<file path="src/inc/dpm_defines.vh">
// Constants for the DiffServ priority map block.
// Assumes inclusion by bare name from the logic files.
`ifndef DPM_DEFINES_VH
`define DPM_DEFINES_VH

// ==========================================================
// Bus geometry
`define DPM_ADDR_W        12
`define DPM_DATA_W        32
`define DPM_IDX_W         7

// ==========================================================
// Map geometry
`define DPM_MAP_BITS      128
`define DPM_FIELD_W       2
`define DPM_CODE_W        6
`define DPM_CODE_MSB      7
`define DPM_CODE_LSB      2
`define DPM_SLOT_W        4

// ==========================================================
// Register indices; byte address is four times the index
`define DPM_PRIO_MAP_0_IDX 7'h60
`define DPM_PRIO_MAP_1_IDX 7'h61
`define DPM_PRIO_MAP_2_IDX 7'h62
`define DPM_PRIO_MAP_3_IDX 7'h63
`define DPM_MAP_IDX_FIRST  7'h60
`define DPM_MAP_IDX_LAST   7'h6f
`define DPM_CTRL_IDX       7'h70
`define DPM_LAST_IDX       7'h71
`define DPM_HITCNT_IDX     7'h72
`define DPM_BYPCNT_IDX     7'h73

// ==========================================================
// Reset values and fields
`define DPM_MAP_RESET     128'h0
`define DPM_CTRL_W        3
`define DPM_CTRL_RESET    3'h1
`define DPM_CTRL_EN_BIT   0
`define DPM_CTRL_DEF_MSB  2
`define DPM_CTRL_DEF_LSB  1
`define DPM_CNT_W         16

`endif

</file>
<file path="src/logic/dpm_lookup.v">
// Field selector: one 2-bit priority out of the 128-bit map.
// Assumes a code already cut from the TOS byte; purely combinational.
`include "dpm_defines.vh"

module dpm_lookup (
  mapBits,
  code,
  field
);
  input  wire [`DPM_MAP_BITS-1:0] mapBits;
  input  wire [`DPM_CODE_W-1:0]   code;
  output reg  [`DPM_FIELD_W-1:0]  field;

  // ========================================================
  // Decode
  // Each code owns bits {code,0} upward, code 0 lowest
  wire [`DPM_CODE_W:0] bitBase;
  assign bitBase = {code, 1'b0};

  always @* begin
    field = mapBits[bitBase +: `DPM_FIELD_W];
  end
endmodule

</file>
<file path="src/logic/dpm_map_top.v">
// DiffServ priority map: APB register bank plus two-stage frame classifier.
// Assumes APB master and classifier both run on sys_clk.
`include "dpm_defines.vh"

module dpm_map_top (
  sys_clk,
  arst_n,
  ce,
  psel,
  penable,
  pwrite,
  paddr,
  pwdata,
  pstrb,
  prdata,
  pready,
  pslverr,
  clsValid,
  clsIsIp,
  clsTos,
  prioValid,
  prioOut,
  prioMapped
);
  input  wire                     sys_clk;
  input  wire                     arst_n;
  input  wire                     ce;
  input  wire                     psel;
  input  wire                     penable;
  input  wire                     pwrite;
  input  wire [`DPM_ADDR_W-1:0]   paddr;
  input  wire [`DPM_DATA_W-1:0]   pwdata;
  input  wire [3:0]               pstrb;
  output reg  [`DPM_DATA_W-1:0]   prdata;
  output reg                      pready;
  output reg                      pslverr;
  input  wire                     clsValid;
  input  wire                     clsIsIp;
  input  wire [7:0]               clsTos;
  output reg                      prioValid;
  output reg  [`DPM_FIELD_W-1:0]  prioOut;
  output reg                      prioMapped;

  // ========================================================
  // Address helpers
  function [`DPM_IDX_W-1:0] regIndex;
    input [`DPM_ADDR_W-1:0] addr;
    begin
      regIndex = addr[`DPM_IDX_W+1:2];
    end
  endfunction

  function isMapIdx;
    input [`DPM_IDX_W-1:0] idx;
    begin
      isMapIdx = (idx >= `DPM_MAP_IDX_FIRST) &&
                 (idx <= `DPM_MAP_IDX_LAST);
    end
  endfunction

  // Unaligned or high addresses are unmapped
  function addrMapped;
    input [`DPM_ADDR_W-1:0] addr;
    reg   [`DPM_IDX_W-1:0]  idx;
    begin
      idx = addr[`DPM_IDX_W+1:2];
      if (addr[1:0] != 2'h0) begin
        addrMapped = 1'b0;
      end else if (addr[`DPM_ADDR_W-1:`DPM_IDX_W+2] != 3'h0) begin
        addrMapped = 1'b0;
      end else if (isMapIdx(idx)) begin
        addrMapped = 1'b1;
      end else if (idx == `DPM_CTRL_IDX) begin
        addrMapped = 1'b1;
      end else if (idx == `DPM_LAST_IDX) begin
        addrMapped = 1'b1;
      end else if (idx == `DPM_HITCNT_IDX) begin
        addrMapped = 1'b1;
      end else if (idx == `DPM_BYPCNT_IDX) begin
        addrMapped = 1'b1;
      end else begin
        addrMapped = 1'b0;
      end
    end
  endfunction

  // ========================================================
  // State
  reg [`DPM_MAP_BITS-1:0] map_reg;
  reg [`DPM_MAP_BITS-1:0] map_next;
  reg [`DPM_CTRL_W-1:0]   ctrl_reg;
  reg [`DPM_CTRL_W-1:0]   ctrl_next;
  reg [`DPM_CODE_W-1:0]   lastCode_reg;
  reg [`DPM_FIELD_W-1:0]  lastPrio_reg;
  reg                     lastMapped_reg;
  reg [`DPM_CNT_W-1:0]    hitCnt_reg;
  reg [`DPM_CNT_W-1:0]    hitCnt_next;
  reg [`DPM_CNT_W-1:0]    bypCnt_reg;
  reg [`DPM_CNT_W-1:0]    bypCnt_next;
  reg                     s1Valid_reg;
  reg                     s1IsIp_reg;
  reg [`DPM_CODE_W-1:0]   s1Code_reg;
  reg [`DPM_DATA_W-1:0]   rdMux;

  wire [`DPM_IDX_W-1:0]   idx;
  wire                    mapped;
  wire                    accDone;
  wire                    wrDone;
  wire                    pready_next;
  wire [`DPM_FIELD_W-1:0] fieldSel;
  wire                    useMap;
  wire                    hitEv;
  wire                    bypEv;
  wire [`DPM_SLOT_W-1:0]  slot;
  wire [`DPM_FIELD_W-1:0] defPrio;

  assign idx     = regIndex(paddr);
  assign mapped  = addrMapped(paddr);
  assign slot    = idx[`DPM_SLOT_W-1:0];
  assign defPrio = ctrl_reg[`DPM_CTRL_DEF_MSB:`DPM_CTRL_DEF_LSB];

  // ========================================================
  // APB handshake
  // One wait state: ready rises on the second access cycle
  assign pready_next = psel & penable & ~pready;
  assign accDone     = psel & penable & pready;
  assign wrDone      = accDone & pwrite & mapped & pstrb[0];

  // ========================================================
  // Map and control writes
  // sixteen byte slots
  always @* begin
    map_next  = map_reg;
    ctrl_next = ctrl_reg;
    if (wrDone && isMapIdx(idx)) begin
      map_next[{slot, 3'h0} +: 8] = pwdata[7:0];
    end else if (wrDone && (idx == `DPM_CTRL_IDX)) begin
      ctrl_next = pwdata[`DPM_CTRL_W-1:0];
    end
  end

  always @(posedge sys_clk or negedge arst_n) begin
    if (!arst_n) begin
      map_reg  <= `DPM_MAP_RESET;
      ctrl_reg <= `DPM_CTRL_RESET;
    end else if (ce) begin
      map_reg  <= map_next;
      ctrl_reg <= ctrl_next;
    end
  end

  // ========================================================
  // Read mux
  // fields read back
  always @* begin
    rdMux = {`DPM_DATA_W{1'b0}};
    if (isMapIdx(idx)) begin
      rdMux[7:0] = map_reg[{slot, 3'h0} +: 8];
    end else if (idx == `DPM_CTRL_IDX) begin
      rdMux[`DPM_CTRL_W-1:0] = ctrl_reg;
    end else if (idx == `DPM_LAST_IDX) begin
      rdMux[`DPM_CODE_W-1:0] = lastCode_reg;
      rdMux[9:8]             = lastPrio_reg;
      rdMux[16]              = lastMapped_reg;
    end else if (idx == `DPM_HITCNT_IDX) begin
      rdMux[`DPM_CNT_W-1:0] = hitCnt_reg;
    end else if (idx == `DPM_BYPCNT_IDX) begin
      rdMux[`DPM_CNT_W-1:0] = bypCnt_reg;
    end
  end

  // Data and error sampled with ready; zero outside a response
  always @(posedge sys_clk or negedge arst_n) begin
    if (!arst_n) begin
      pready  <= 1'b0;
      prdata  <= {`DPM_DATA_W{1'b0}};
      pslverr <= 1'b0;
    end else if (ce) begin
      pready <= pready_next;
      if (pready_next) begin
        prdata  <= (!pwrite && mapped) ? rdMux : {`DPM_DATA_W{1'b0}};
        pslverr <= ~mapped;
      end else begin
        prdata  <= {`DPM_DATA_W{1'b0}};
        pslverr <= 1'b0;
      end
    end
  end

  // ========================================================
  // Classifier stage 1: capture the code
  // upper six TOS bits
  always @(posedge sys_clk or negedge arst_n) begin
    if (!arst_n) begin
      s1Valid_reg <= 1'b0;
      s1IsIp_reg  <= 1'b0;
      s1Code_reg  <= {`DPM_CODE_W{1'b0}};
    end else if (ce) begin
      s1Valid_reg <= clsValid;
      if (clsValid) begin
        s1IsIp_reg <= clsIsIp;
        s1Code_reg <= clsTos[`DPM_CODE_MSB:`DPM_CODE_LSB];
      end
    end
  end

  dpm_lookup u_lookup (
    .mapBits (map_reg),
    .code    (s1Code_reg),
    .field   (fieldSel)
  );

  assign useMap = s1IsIp_reg & ctrl_reg[`DPM_CTRL_EN_BIT];
  assign hitEv  = s1Valid_reg & useMap;
  assign bypEv  = s1Valid_reg & ~useMap;

  // ========================================================
  // Classifier stage 2: priority out
  // Map change lands on the frame result one cycle after the write edge
  always @(posedge sys_clk or negedge arst_n) begin
    if (!arst_n) begin
      prioValid      <= 1'b0;
      prioOut        <= {`DPM_FIELD_W{1'b0}};
      prioMapped     <= 1'b0;
      lastCode_reg   <= {`DPM_CODE_W{1'b0}};
      lastPrio_reg   <= {`DPM_FIELD_W{1'b0}};
      lastMapped_reg <= 1'b0;
    end else if (ce) begin
      prioValid <= s1Valid_reg;
      if (s1Valid_reg) begin
        prioOut        <= useMap ? fieldSel : defPrio;
        prioMapped     <= useMap;
        lastCode_reg   <= s1Code_reg;
        lastPrio_reg   <= useMap ? fieldSel : defPrio;
        lastMapped_reg <= useMap;
      end
    end
  end

  // ========================================================
  // Statistics
  // A write clears; a same-cycle event still counts after it
  always @* begin
    hitCnt_next = hitCnt_reg;
    bypCnt_next = bypCnt_reg;
    if (wrDone && (idx == `DPM_HITCNT_IDX)) begin
      hitCnt_next = {`DPM_CNT_W{1'b0}};
    end
    if (wrDone && (idx == `DPM_BYPCNT_IDX)) begin
      bypCnt_next = {`DPM_CNT_W{1'b0}};
    end
    // Saturate rather than wrap
    if (hitEv && (hitCnt_next != {`DPM_CNT_W{1'b1}})) begin
      hitCnt_next = hitCnt_next + 16'h0001;
    end
    if (bypEv && (bypCnt_next != {`DPM_CNT_W{1'b1}})) begin
      bypCnt_next = bypCnt_next + 16'h0001;
    end
  end

  always @(posedge sys_clk or negedge arst_n) begin
    if (!arst_n) begin
      hitCnt_reg <= {`DPM_CNT_W{1'b0}};
      bypCnt_reg <= {`DPM_CNT_W{1'b0}};
    end else if (ce) begin
      hitCnt_reg <= hitCnt_next;
      bypCnt_reg <= bypCnt_next;
    end
  end
endmodule

</file>
<file path="config.mk">
export PLATFORM = sky130hd
export DESIGN_NAME = dpm_map_top
export DESIGN_NICKNAME = d
export VERILOG_FILES = /design/src/logic/dpm_lookup.v /design/src/logic/dpm_map_top.v
export VERILOG_INCLUDE_DIRS = /design/src /design/src/inc
export SDC_FILE = /design/constraint.sdc
export NUM_CORES = 1
export LEC_CHECK = 0
export BUFFER_PORTS_ARGS = -buffer_cell sky130_fd_sc_hd__buf_2
export CORE_MARGIN = 4
export CORE_UTILIZATION = 40
export CTS_BUF_LIST = sky130_fd_sc_hd__clkbuf_4 sky130_fd_sc_hd__clkbuf_8 sky130_fd_sc_hd__clkbuf_16
export CTS_CLUSTER_SIZE = 14
export DETAILED_ROUTE_END_ITERATION = 10
export SLEW_MARGIN = 20
export SYNTH_ARGS = -nofsm -noshare
export SYNTH_HDL_FRONTEND = slang
export SYNTH_SLANG_ARGS = --single-unit
</file>
<file path="constraint.sdc">
create_clock -name sys_clk -period 4.78 [get_ports sys_clk]
set_clock_uncertainty 0.15 [all_clocks]
set_input_delay 0.956 -clock sys_clk [delete_from_list [all_inputs] [get_ports sys_clk]]
set_output_delay 0.956 -clock sys_clk [all_outputs]
set_load 0.1 [all_outputs]
</file>
* Yosys cells after proc, flatten, opt, wreduce, memory -nomap -nowiden
Cells that the tools add are included.
Operators by class: add/sub/neg operators 3, equal/unequal tests 6, muxes and demuxes 27, magnitude comparators 2, bitwise gates (word level) 13, shift-type cells 4, reduce and logical (&&, ||, !) cells 15
Operator list (number):
- 128-bit bitwise mux | 1
- 8-bit by 9-bit variable shift with 128-bit output, first input constant | 1
- 128-bit by 8-bit variable part select with 2-bit output | 1
- 128-bit by 8-bit variable part select with 8-bit output | 1
- 8-bit by 9-bit variable part select with 128-bit output | 1
- 16-bit two-way mux | 6
- 17-bit two-way mux | 2
- 16-bit by 1-bit adder with 16-bit output, second input constant | 2
- 16-bit inequality test, second input constant | 2
- 7-bit == test, second input constant | 4
- 14-bit two-way mux | 1
- 6-bit two-way mux | 2
- 1-bit bitwise AND | 9
- 1-bit two-way mux | 9
- 9-bit two-way mux | 1
- 7-bit negator with 9-bit output | 1
- 1-bit logical AND | 8
- 8-bit two-way mux | 1
- 7-bit >= comparator, second input constant | 1
- 7-bit less-or-equal comparator, second input constant | 1
- 2-bit two-way mux | 3
- 2-bit AND reduction | 3
- 1-bit NOT | 4
- 3-bit two-way mux | 1
- 4 further kinds | 4
Word-level totals: bits in registers 215

* Logic depth before layout (Yosys ltp)
Gate-level depths: netlist (run 1).
depth in word-level cells 15, depth in mapped cells 12

* Hierarchy
Synthesis (run 1) repeated with hierarchy kept, for this count alone.
Second synthesis, totals: cells, all modules 946, area total of the unflattened synthesis 11348.4 µm²
By module, submodules not included:
- dpm_map_top | area an instance 10228.6 µm², instances 1, seq. area each 5006.1 µm², cells each 848
- dpm_lookup | area an instance 1119.8 µm², instances 1, seq. area each 0.0 µm², cells each 98

* Worst setup path after synthesis (run 1)
Ideal clock, no wire load.
path kind input port to flip-flop, start input paddr[3], end register map_reg[48], arrival 3710 ps, library setup time 125 ps, setup slack 796 ps, cell stages on the path 10, cells stage by stage buf_2 -> clkbuf_1 -> buf_2 -> inv_1 -> ha_1 -> clkbuf_1 -> o21ai_0 -> nand3_1 -> nor3b_2 -> mux2_2
On the way: cells in the longest elaborated chain, start to end 12
RTL lines:
- start: declaration | RTL line dpm_map_top.v:31 | input wire [`DPM_ADDR_W-1:0] paddr;
- 7-bit == test (no source line)
- 1-bit two-way mux | RTL line dpm_map_top.v:79 | end else if (idx == `DPM_BYPCNT_IDX) begin
- 1-bit two-way mux | RTL line dpm_map_top.v:77 | end else if (idx == `DPM_HITCNT_IDX) begin
- 1-bit two-way mux | RTL line dpm_map_top.v:75 | end else if (idx == `DPM_LAST_IDX) begin
- 1-bit two-way mux | RTL line dpm_map_top.v:73 | end else if (idx == `DPM_CTRL_IDX) begin
- 1-bit two-way mux | RTL line dpm_map_top.v:71 | end else if (isMapIdx(idx)) begin
- 1-bit two-way mux | RTL line dpm_map_top.v:69 | end else if (addr[`DPM_ADDR_W-1:`DPM_IDX_W+2] != 3'h0) begin
- 1-bit two-way mux | RTL line dpm_map_top.v:67 | if (addr[1:0] != 2'h0) begin
- 1-bit bitwise AND (2 in a row) | RTL line dpm_map_top.v:127 | assign wrDone = accDone & pwrite & mapped & pstrb[0];
- 1-bit logical AND | RTL line dpm_map_top.v:135 | if (wrDone && isMapIdx(idx)) begin
- 2-bit AND reduction (no source line)
- end signal: assignment | RTL line dpm_map_top.v:144 | map_reg <= `DPM_MAP_RESET;
- end signal: assignment | RTL line dpm_map_top.v:147 | map_reg <= map_next;
- end: declaration | RTL line dpm_map_top.v:89 | reg [`DPM_MAP_BITS-1:0] map_reg;
Several ways; a longest one is shown, not always the timed one. A chain may end at the register's enable or synchronous reset.

* Worst setup path after layout (run 1)
start input paddr[2], end register map_reg[40]
Same word-level chain as after synthesis.

==> metrics.txt, run 1 <==
result of the run finished, final reports clean; total of fill cells in the finished design 2,416; clock period minus worst slack 3586 ps; root buffer cell sky130_fd_sc_hd__clkbuf_16; nature of the critical path startpoint primary input; synthesized instance count 942; post-synthesis cell type with the largest combined area sky130_fd_sc_hd__dfrtp_1; series of cell instances along the critical path buf_2 -> inv_1 -> ha_1 -> o21ai_0 -> nand4_1 -> o31ai_1; initial core utilization 41.12%; vias per std cell 6.212; synthesized area 10,840 um2; antenna violations before repair 2; DRC violations left 0; clock buffer count from CTS 17; number of maximum-capacitance constraint violations 0; net switching power 1.087 mW; Slowest Stage Delay on Critical Path 720 ps; Pleak 5.101 nW; number of hold-slack violations in the final timing report 0; number of buffers inserted by post-CTS setup repair 0; most common cell in the synthesized netlist sky130_fd_sc_hd__dfrtp_1; final count of negative-setup-slack endpoints 0; number of warnings issued by yosys 0; setup repair after global routing missed its margin no; Worst Tran Pin Value 1142 ps; switching share of power 29.72%; Post-CTS Hold Fix Bufs 0; Pwr Total 3.656 mW; flip-flop and latch count after synthesis 200; share of layout cells above drive strength 1 28.34%; Post-Route Utilization 45.23%; Comb pwr share 11.5%; clock sinks 200; # nets final 1,036; power density over the cells 306.7 nW/um2; post-DP HPWL 21.53 mm; clock latency at the later pin of the worst-skew pair 450 ps; total number of placement rows 59; share of flip-flops with an asynchronous set or reset 100.0%; kind of critical path primary input to flop; area occupied by multi-input gates 5444 um2; Clock Pin Slew Worst Setup and Hold Paths 80 ps; number of enable flip-flop cells after synthesis 0; total routing resource utilization after global routing 20.83%; slowest stage cell on the critical path sky130_fd_sc_hd__nand4_1; Die ar. 29,790 um2; maximum frequency from static timing analysis 278.8 MHz; final sum of negative setup slack 0 ps; worst voltage drop across the vdd grid 0.0001819 V; data arrival time at the worst-slack endpoint 3780 ps; internal power 2.570 mW; Min-Delay Startpoint prdata[14]$_DFFE_PN0P_; count of input and output buffers 57; number of flip-flops in the largest register 128; final weighted congestion in routability-driven placement 0.8657; launching point of the worst reg2reg path pready$_DFFE_PN0P_; post-CTS sizing 0; Total Wirelength 30.73 mm; drt first-iter violations 668; average detailed-routed wire length per instance 23.35 um; crit path capture type flop; post-route antenna net violation count 0; post-synthesis sequential area ratio 46.20%; number of I/O pins 102; class of the most critical hold timing path flop to flop; area fraction of the dominant cell type after synthesis 45.95%; maximum count of clock buffers along a single path 2; Top FF cell, synth sky130_fd_sc_hd__dfrtp_1; syn avg cell area 11.50 um2; clock network fraction of total power 38.4%; Die Span X 172.6 um; number of global-route vias before repair 8,131; most area-consuming cells after synthesis sky130_fd_sc_hd__dfrtp_1, sky130_fd_sc_hd__mux4_2, sky130_fd_sc_hd__mux2_2; most frequent cells after synthesis sky130_fd_sc_hd__dfrtp_1, sky130_fd_sc_hd__nand2_1, sky130_fd_sc_hd__o21ai_0; TritonCTS clock tree yes; largest net degree at the start of global routing 112; register area 5007 um2; Congestion Overflow GR 0; required time of the critical path 4970 ps; first-pass detailed-route iteration total 5; core area 26,350 um2; Final Hold Slack 330.5 ps; worst relative slew slack 23.56%; final slew viol count 0; Critical path origin paddr[2]; ANT cells 0; Cell variety after synth 68; Flop pwr share 50.1%; total number of vias 8,175; signed area change from the synthesized netlist to the final layout 9.987%; Die Y 172.6 um; maximum fanout along the worst path 16; post-route clock period utilization 75.03%; first-pass GRT wire length 48.91 mm; maximum level of the CTS H-tree 4
final timing paths:
check / to / slack (ps) / depth (start not counted)
min in group asynchronous: hitCnt_reg[0]$_DFFE_PN0P_ / 480 / 1
worst min register to register: prdata[14]$_DFFE_PN0P_ / 330 / 1
worst min-delay path: prdata[14]$_DFFE_PN0P_ / 330 / 1
max in group asynchronous: map_reg[3]$_DFFE_PN0P_ / 3130 / 2
worst max-delay path: map_reg[40]$_DFFE_PN0P_ / 1190 / 6
worst max register to register: map_reg[80]$_DFFE_PN0P_ / 1880 / 6
per-layer routing:
layer / share of wire (%) / global-route usage (%) / vias to the layer above / routed length (um)
li1: - / - / 3609 / -
met3: 6.5 / 4.607 / 48 / 1995
met5: 0.094 / 0 / - / 29
met2: 49 / 34.44 / 326 / 15130
met1: 42 / 28.04 / 4188 / 12940
met4: 2.1 / 5.722 / 4 / 638
critical path: cells and delay by family:
kind | cells | cell delay [ps]
buffers and inverters | 2 | 630
AND/OR/NAND/NOR | 1 | 720
AO/OA/AOI/OAI | 2 | 1060
adder cells (fa/ha/maj) | 1 | 400
layout make-up:
| cell class | count | area share (%) |
|---|---|---|
| Timing Repair Buffer | 73 | 3.580 |
| Sequential cell | 200 | 42.01 |
| Clock inverter | 13 | 0.9343 |
| Multi-Input combinational cell | 659 | 45.68 |
| Tap cell | 335 | 3.517 |
| Inverter | 17 | 0.5354 |
| Clock buffer | 19 | 3.748 |
kinds of logic after synthesis:
logic type | count (synthesis) | share of synthesized area [%]
adder cells (fa/ha/maj) | 4 | 0.4619
other | 1 | 0.03460
flip-flops | 200 | 46.20
multiplexers | 160 | 24.02
AO/OA/AOI/OAI | 219 | 13.32
buffers and inverters | 97 | 4.053
AND/OR/NAND/NOR | 258 | 11.67
XOR/XNOR | 3 | 0.2425
layout by cell type, fill, tap and decap left out, drive strengths merged, types with 2 or more instances in the layout:
cell / n
and4: 4
clkbuf: 20
nand4: 11
and2: 4
conb: 15
nor4: 4
o21ai: 84
ha: 4
clkinvlp: 2
a221oi: 3
a21o: 3
and3: 9
nor3: 8
or2: 3
nor2b: 3
dfrtp: 199
nand3: 41
xnor2: 2
o31ai: 19
nor2: 29
a31oi: 6
o41ai: 10
inv: 23
mux2i: 8
or4: 6
a21oi: 25
o32ai: 2
o211ai: 6
mux4: 72
buf: 72
a211oi: 5
o2bb2ai: 10
a22o: 4
clkinv: 5
mux2: 80
nand2: 126
nand2b: 3
o311ai: 7
a22oi: 27
power groups by stage:
stage / logic, mW / clock network [mW] / registers [mW]
floorplan: 0.310 / 0 / 1.82
global placement: 0.418 / 0 / 1.86
detailed placement: 0.422 / 0 / 1.87
CTS: 0.424 / 1.43 / 1.83
global route: 0.456 / 1.50 / 1.84
finish: 0.421 / 1.40 / 1.83
stage by stage:
step	setup slack, ps	area [um2]	instances
global placement	961.0	11360	1284
finish	1194	11920	1316
floorplan	795.7	10890	956
CTS	1305	11920	1316
global route	993.5	11920	1316
detailed placement	821.7	11360	1284
No activity file was read; power rests on OpenSTA's default activity.
==> run 2: changes to the inputs <==
clock period = 3.3 ns   (was 4.78 ns; I/O delays follow)
==> metrics.txt, run 2 (synthesized netlist as in run 1, its figures left out) <==
core area 26,350 um2 (unchanged); number of I/O pins 102 (unchanged); launching point of the worst reg2reg path pready$_DFFE_PN0P_; first-pass GRT wire length 49.18 mm (+0.55%); total number of vias 8,246 (+0.87%); slowest stage cell on the critical path sky130_fd_sc_hd__or4_4; Clock Pin Slew Worst Setup and Hold Paths 70 ps (about the same); count of input and output buffers 57 (unchanged); Congestion Overflow GR 0 (unchanged); result of the run finished, final reports clean; share of layout cells above drive strength 1 31.18% (+2.8 points); root buffer cell sky130_fd_sc_hd__clkbuf_16; Slowest Stage Delay on Critical Path 520 ps (-200 ps); Die Y 172.6 um (unchanged); post-route clock period utilization 82.91%; vias per std cell 6.086 (-2.0%); nature of the critical path startpoint primary input; number of flip-flops in the largest register 128 (unchanged); clock sinks 200 (unchanged); Total Wirelength 31.36 mm (+2.0%); class of the most critical hold timing path primary input to async pin; largest net degree at the start of global routing 72 (-36%); leading cell type in the layout, fill and taps excluded sky130_fd_sc_hd__dfrtp_1; Post-CTS Hold Fix Bufs 0 (unchanged); final slew viol count 0 (unchanged); final count of negative-setup-slack endpoints 0 (unchanged); number of hold-slack violations in the final timing report 0 (unchanged); # nets final 1,075 (+3.8%); maximum frequency from static timing analysis 365.5 MHz; buffers plus inverters on the worst setup path 1 (-1); top cell family by delay on the critical path simple AND/OR/NAND/NOR gates; maximum count of clock buffers along a single path 2 (unchanged); TritonCTS clock tree yes; power density over the cells 440.9 nW/um2 (+44%); worst reg-to-reg setup slack 630 ps (-1250 ps); clock period minus worst slack 2736 ps; R2R Path End map_reg[64]$_DFFE_PN0P_; worst relative slew slack 45.55% (+22 points); number of maximum-capacitance constraint violations 0 (unchanged); initial core utilization 41.12% (unchanged); post-CTS sizing 0 (unchanged); maximum level of the CTS H-tree 4 (unchanged); clock latency at the later pin of the worst-skew pair 450 ps (about the same); series of cell instances along the critical path buf_2 -> or4_4 -> or2_2 -> nor3_1 -> o41ai_2 -> o41ai_1; maximum fanout along the worst path 8 (-8); kind of critical path primary input to flop; final weighted congestion in routability-driven placement 0.9045 (+4.5%); Die ar. 29,790 um2 (unchanged); ANT cells 0 (unchanged); post-route antenna net violation count 0 (unchanged); crit path capture type flop; average detailed-routed wire length per instance 23.14 um (-0.91%); total routing resource utilization after global routing 21.00% (+0.16 points); data arrival time at the worst-slack endpoint 2910 ps (-870 ps); setup repair after global routing missed its margin no; number of buffers inserted by post-CTS setup repair 0 (unchanged); required time of the critical path 3470 ps (-1500 ps); Die Span X 172.6 um (unchanged); first-pass detailed-route iteration total 5 (unchanged); antenna violations before repair 1 (-1); final sum of negative setup slack 0 ps (unchanged); clock buffer count from CTS 17 (unchanged); signed area change from the synthesized netlist to the final layout 13.66%; worst voltage drop across the vdd grid 0.0002930 V (+61%); post-DP HPWL 22.33 mm (+3.7%); commonest cells after routing, fill and taps aside sky130_fd_sc_hd__dfrtp_1, sky130_fd_sc_hd__nand2_1, sky130_fd_sc_hd__o21ai_0, sky130_fd_sc_hd__mux2_2, sky130_fd_sc_hd__mux4_2; number of global-route vias before repair 8,135 (+0.049%); total number of placement rows 59 (unchanged); worst-case reg-to-reg path depth 6 (unchanged); Worst Tran Pin Value 807.8 ps (-334.6 ps); Pleak 5.336 nW (+4.6%); drt first-iter violations 684 (+2.4%); DRC violations left 0 (unchanged); Final Hold Slack 80.17 ps (-250.3 ps)
[run 2: routing by layer]
layer	track usage [%]	share of wire (%)	up-vias
li1	-	-	3694
met1	27.87	42	4202
met2	34.96	49	296
met3	4.061	6.0	52
met4	7.019	2.5	2
met5	0	0.041	-
[run 2: cell type report]
class / count / area (um2)
well taps: 335 / 419.2
flip-flops and latches: 200 / 5007
clock buffers: 19 / 452.9
inverters: 17 / 63.81
fillers: 2405 / 14040
multi-input cells: 659 / 5460
repair buffers: 112 / 782.0
clock inverters: 13 / 131.4
[run 2: worst max-delay path by stage]
stage                     cells past startpoint                         end  slack [ps]     start
after floorplan                              10     map_reg[48]$_DFFE_PN0P_          10  paddr[3]
after global placement                        7  hitCnt_reg[13]$_DFFE_PN0P_         150  paddr[9]
after detailed placement                      7  hitCnt_reg[10]$_DFFE_PN0P_          80  paddr[9]
after CTS                                     7  hitCnt_reg[13]$_DFFE_PN0P_         590  paddr[9]
after global routing                          8     map_reg[70]$_DFFE_PN0P_         470  paddr[2]
final                                         6       prdata[2]$_DFFE_PN0P_         560  paddr[9]
[run 2: power by group]
| part | total (mW) | switching [mW] | internal [mW] | leakage, nW |
|---|---|---|---|---|
| clock network | 2.12 | 1.02 | 1.10 | 0.289 |
| logic | 0.667 | 0.455 | 0.212 | 2.33 |
| registers | 2.64 | 0.121 | 2.52 | 2.72 |
| total | 5.43 | 1.59 | 3.84 | 5.34 |
[run 2: stage by stage]
step                      instances  utilization, %  setup slack [ps]  cell area (um2)  power (mW)
after global routing           1355           46.74             473.5            12320       5.616
after floorplan                 956               -             14.12            10910       3.091
after detailed placement       1323           44.52             84.16            11730       3.356
after global placement         1323           44.52             147.6            11730       3.343
final                          1355           46.74             563.9            12320       5.431
after CTS                      1355           46.74             585.7            12320       5.468
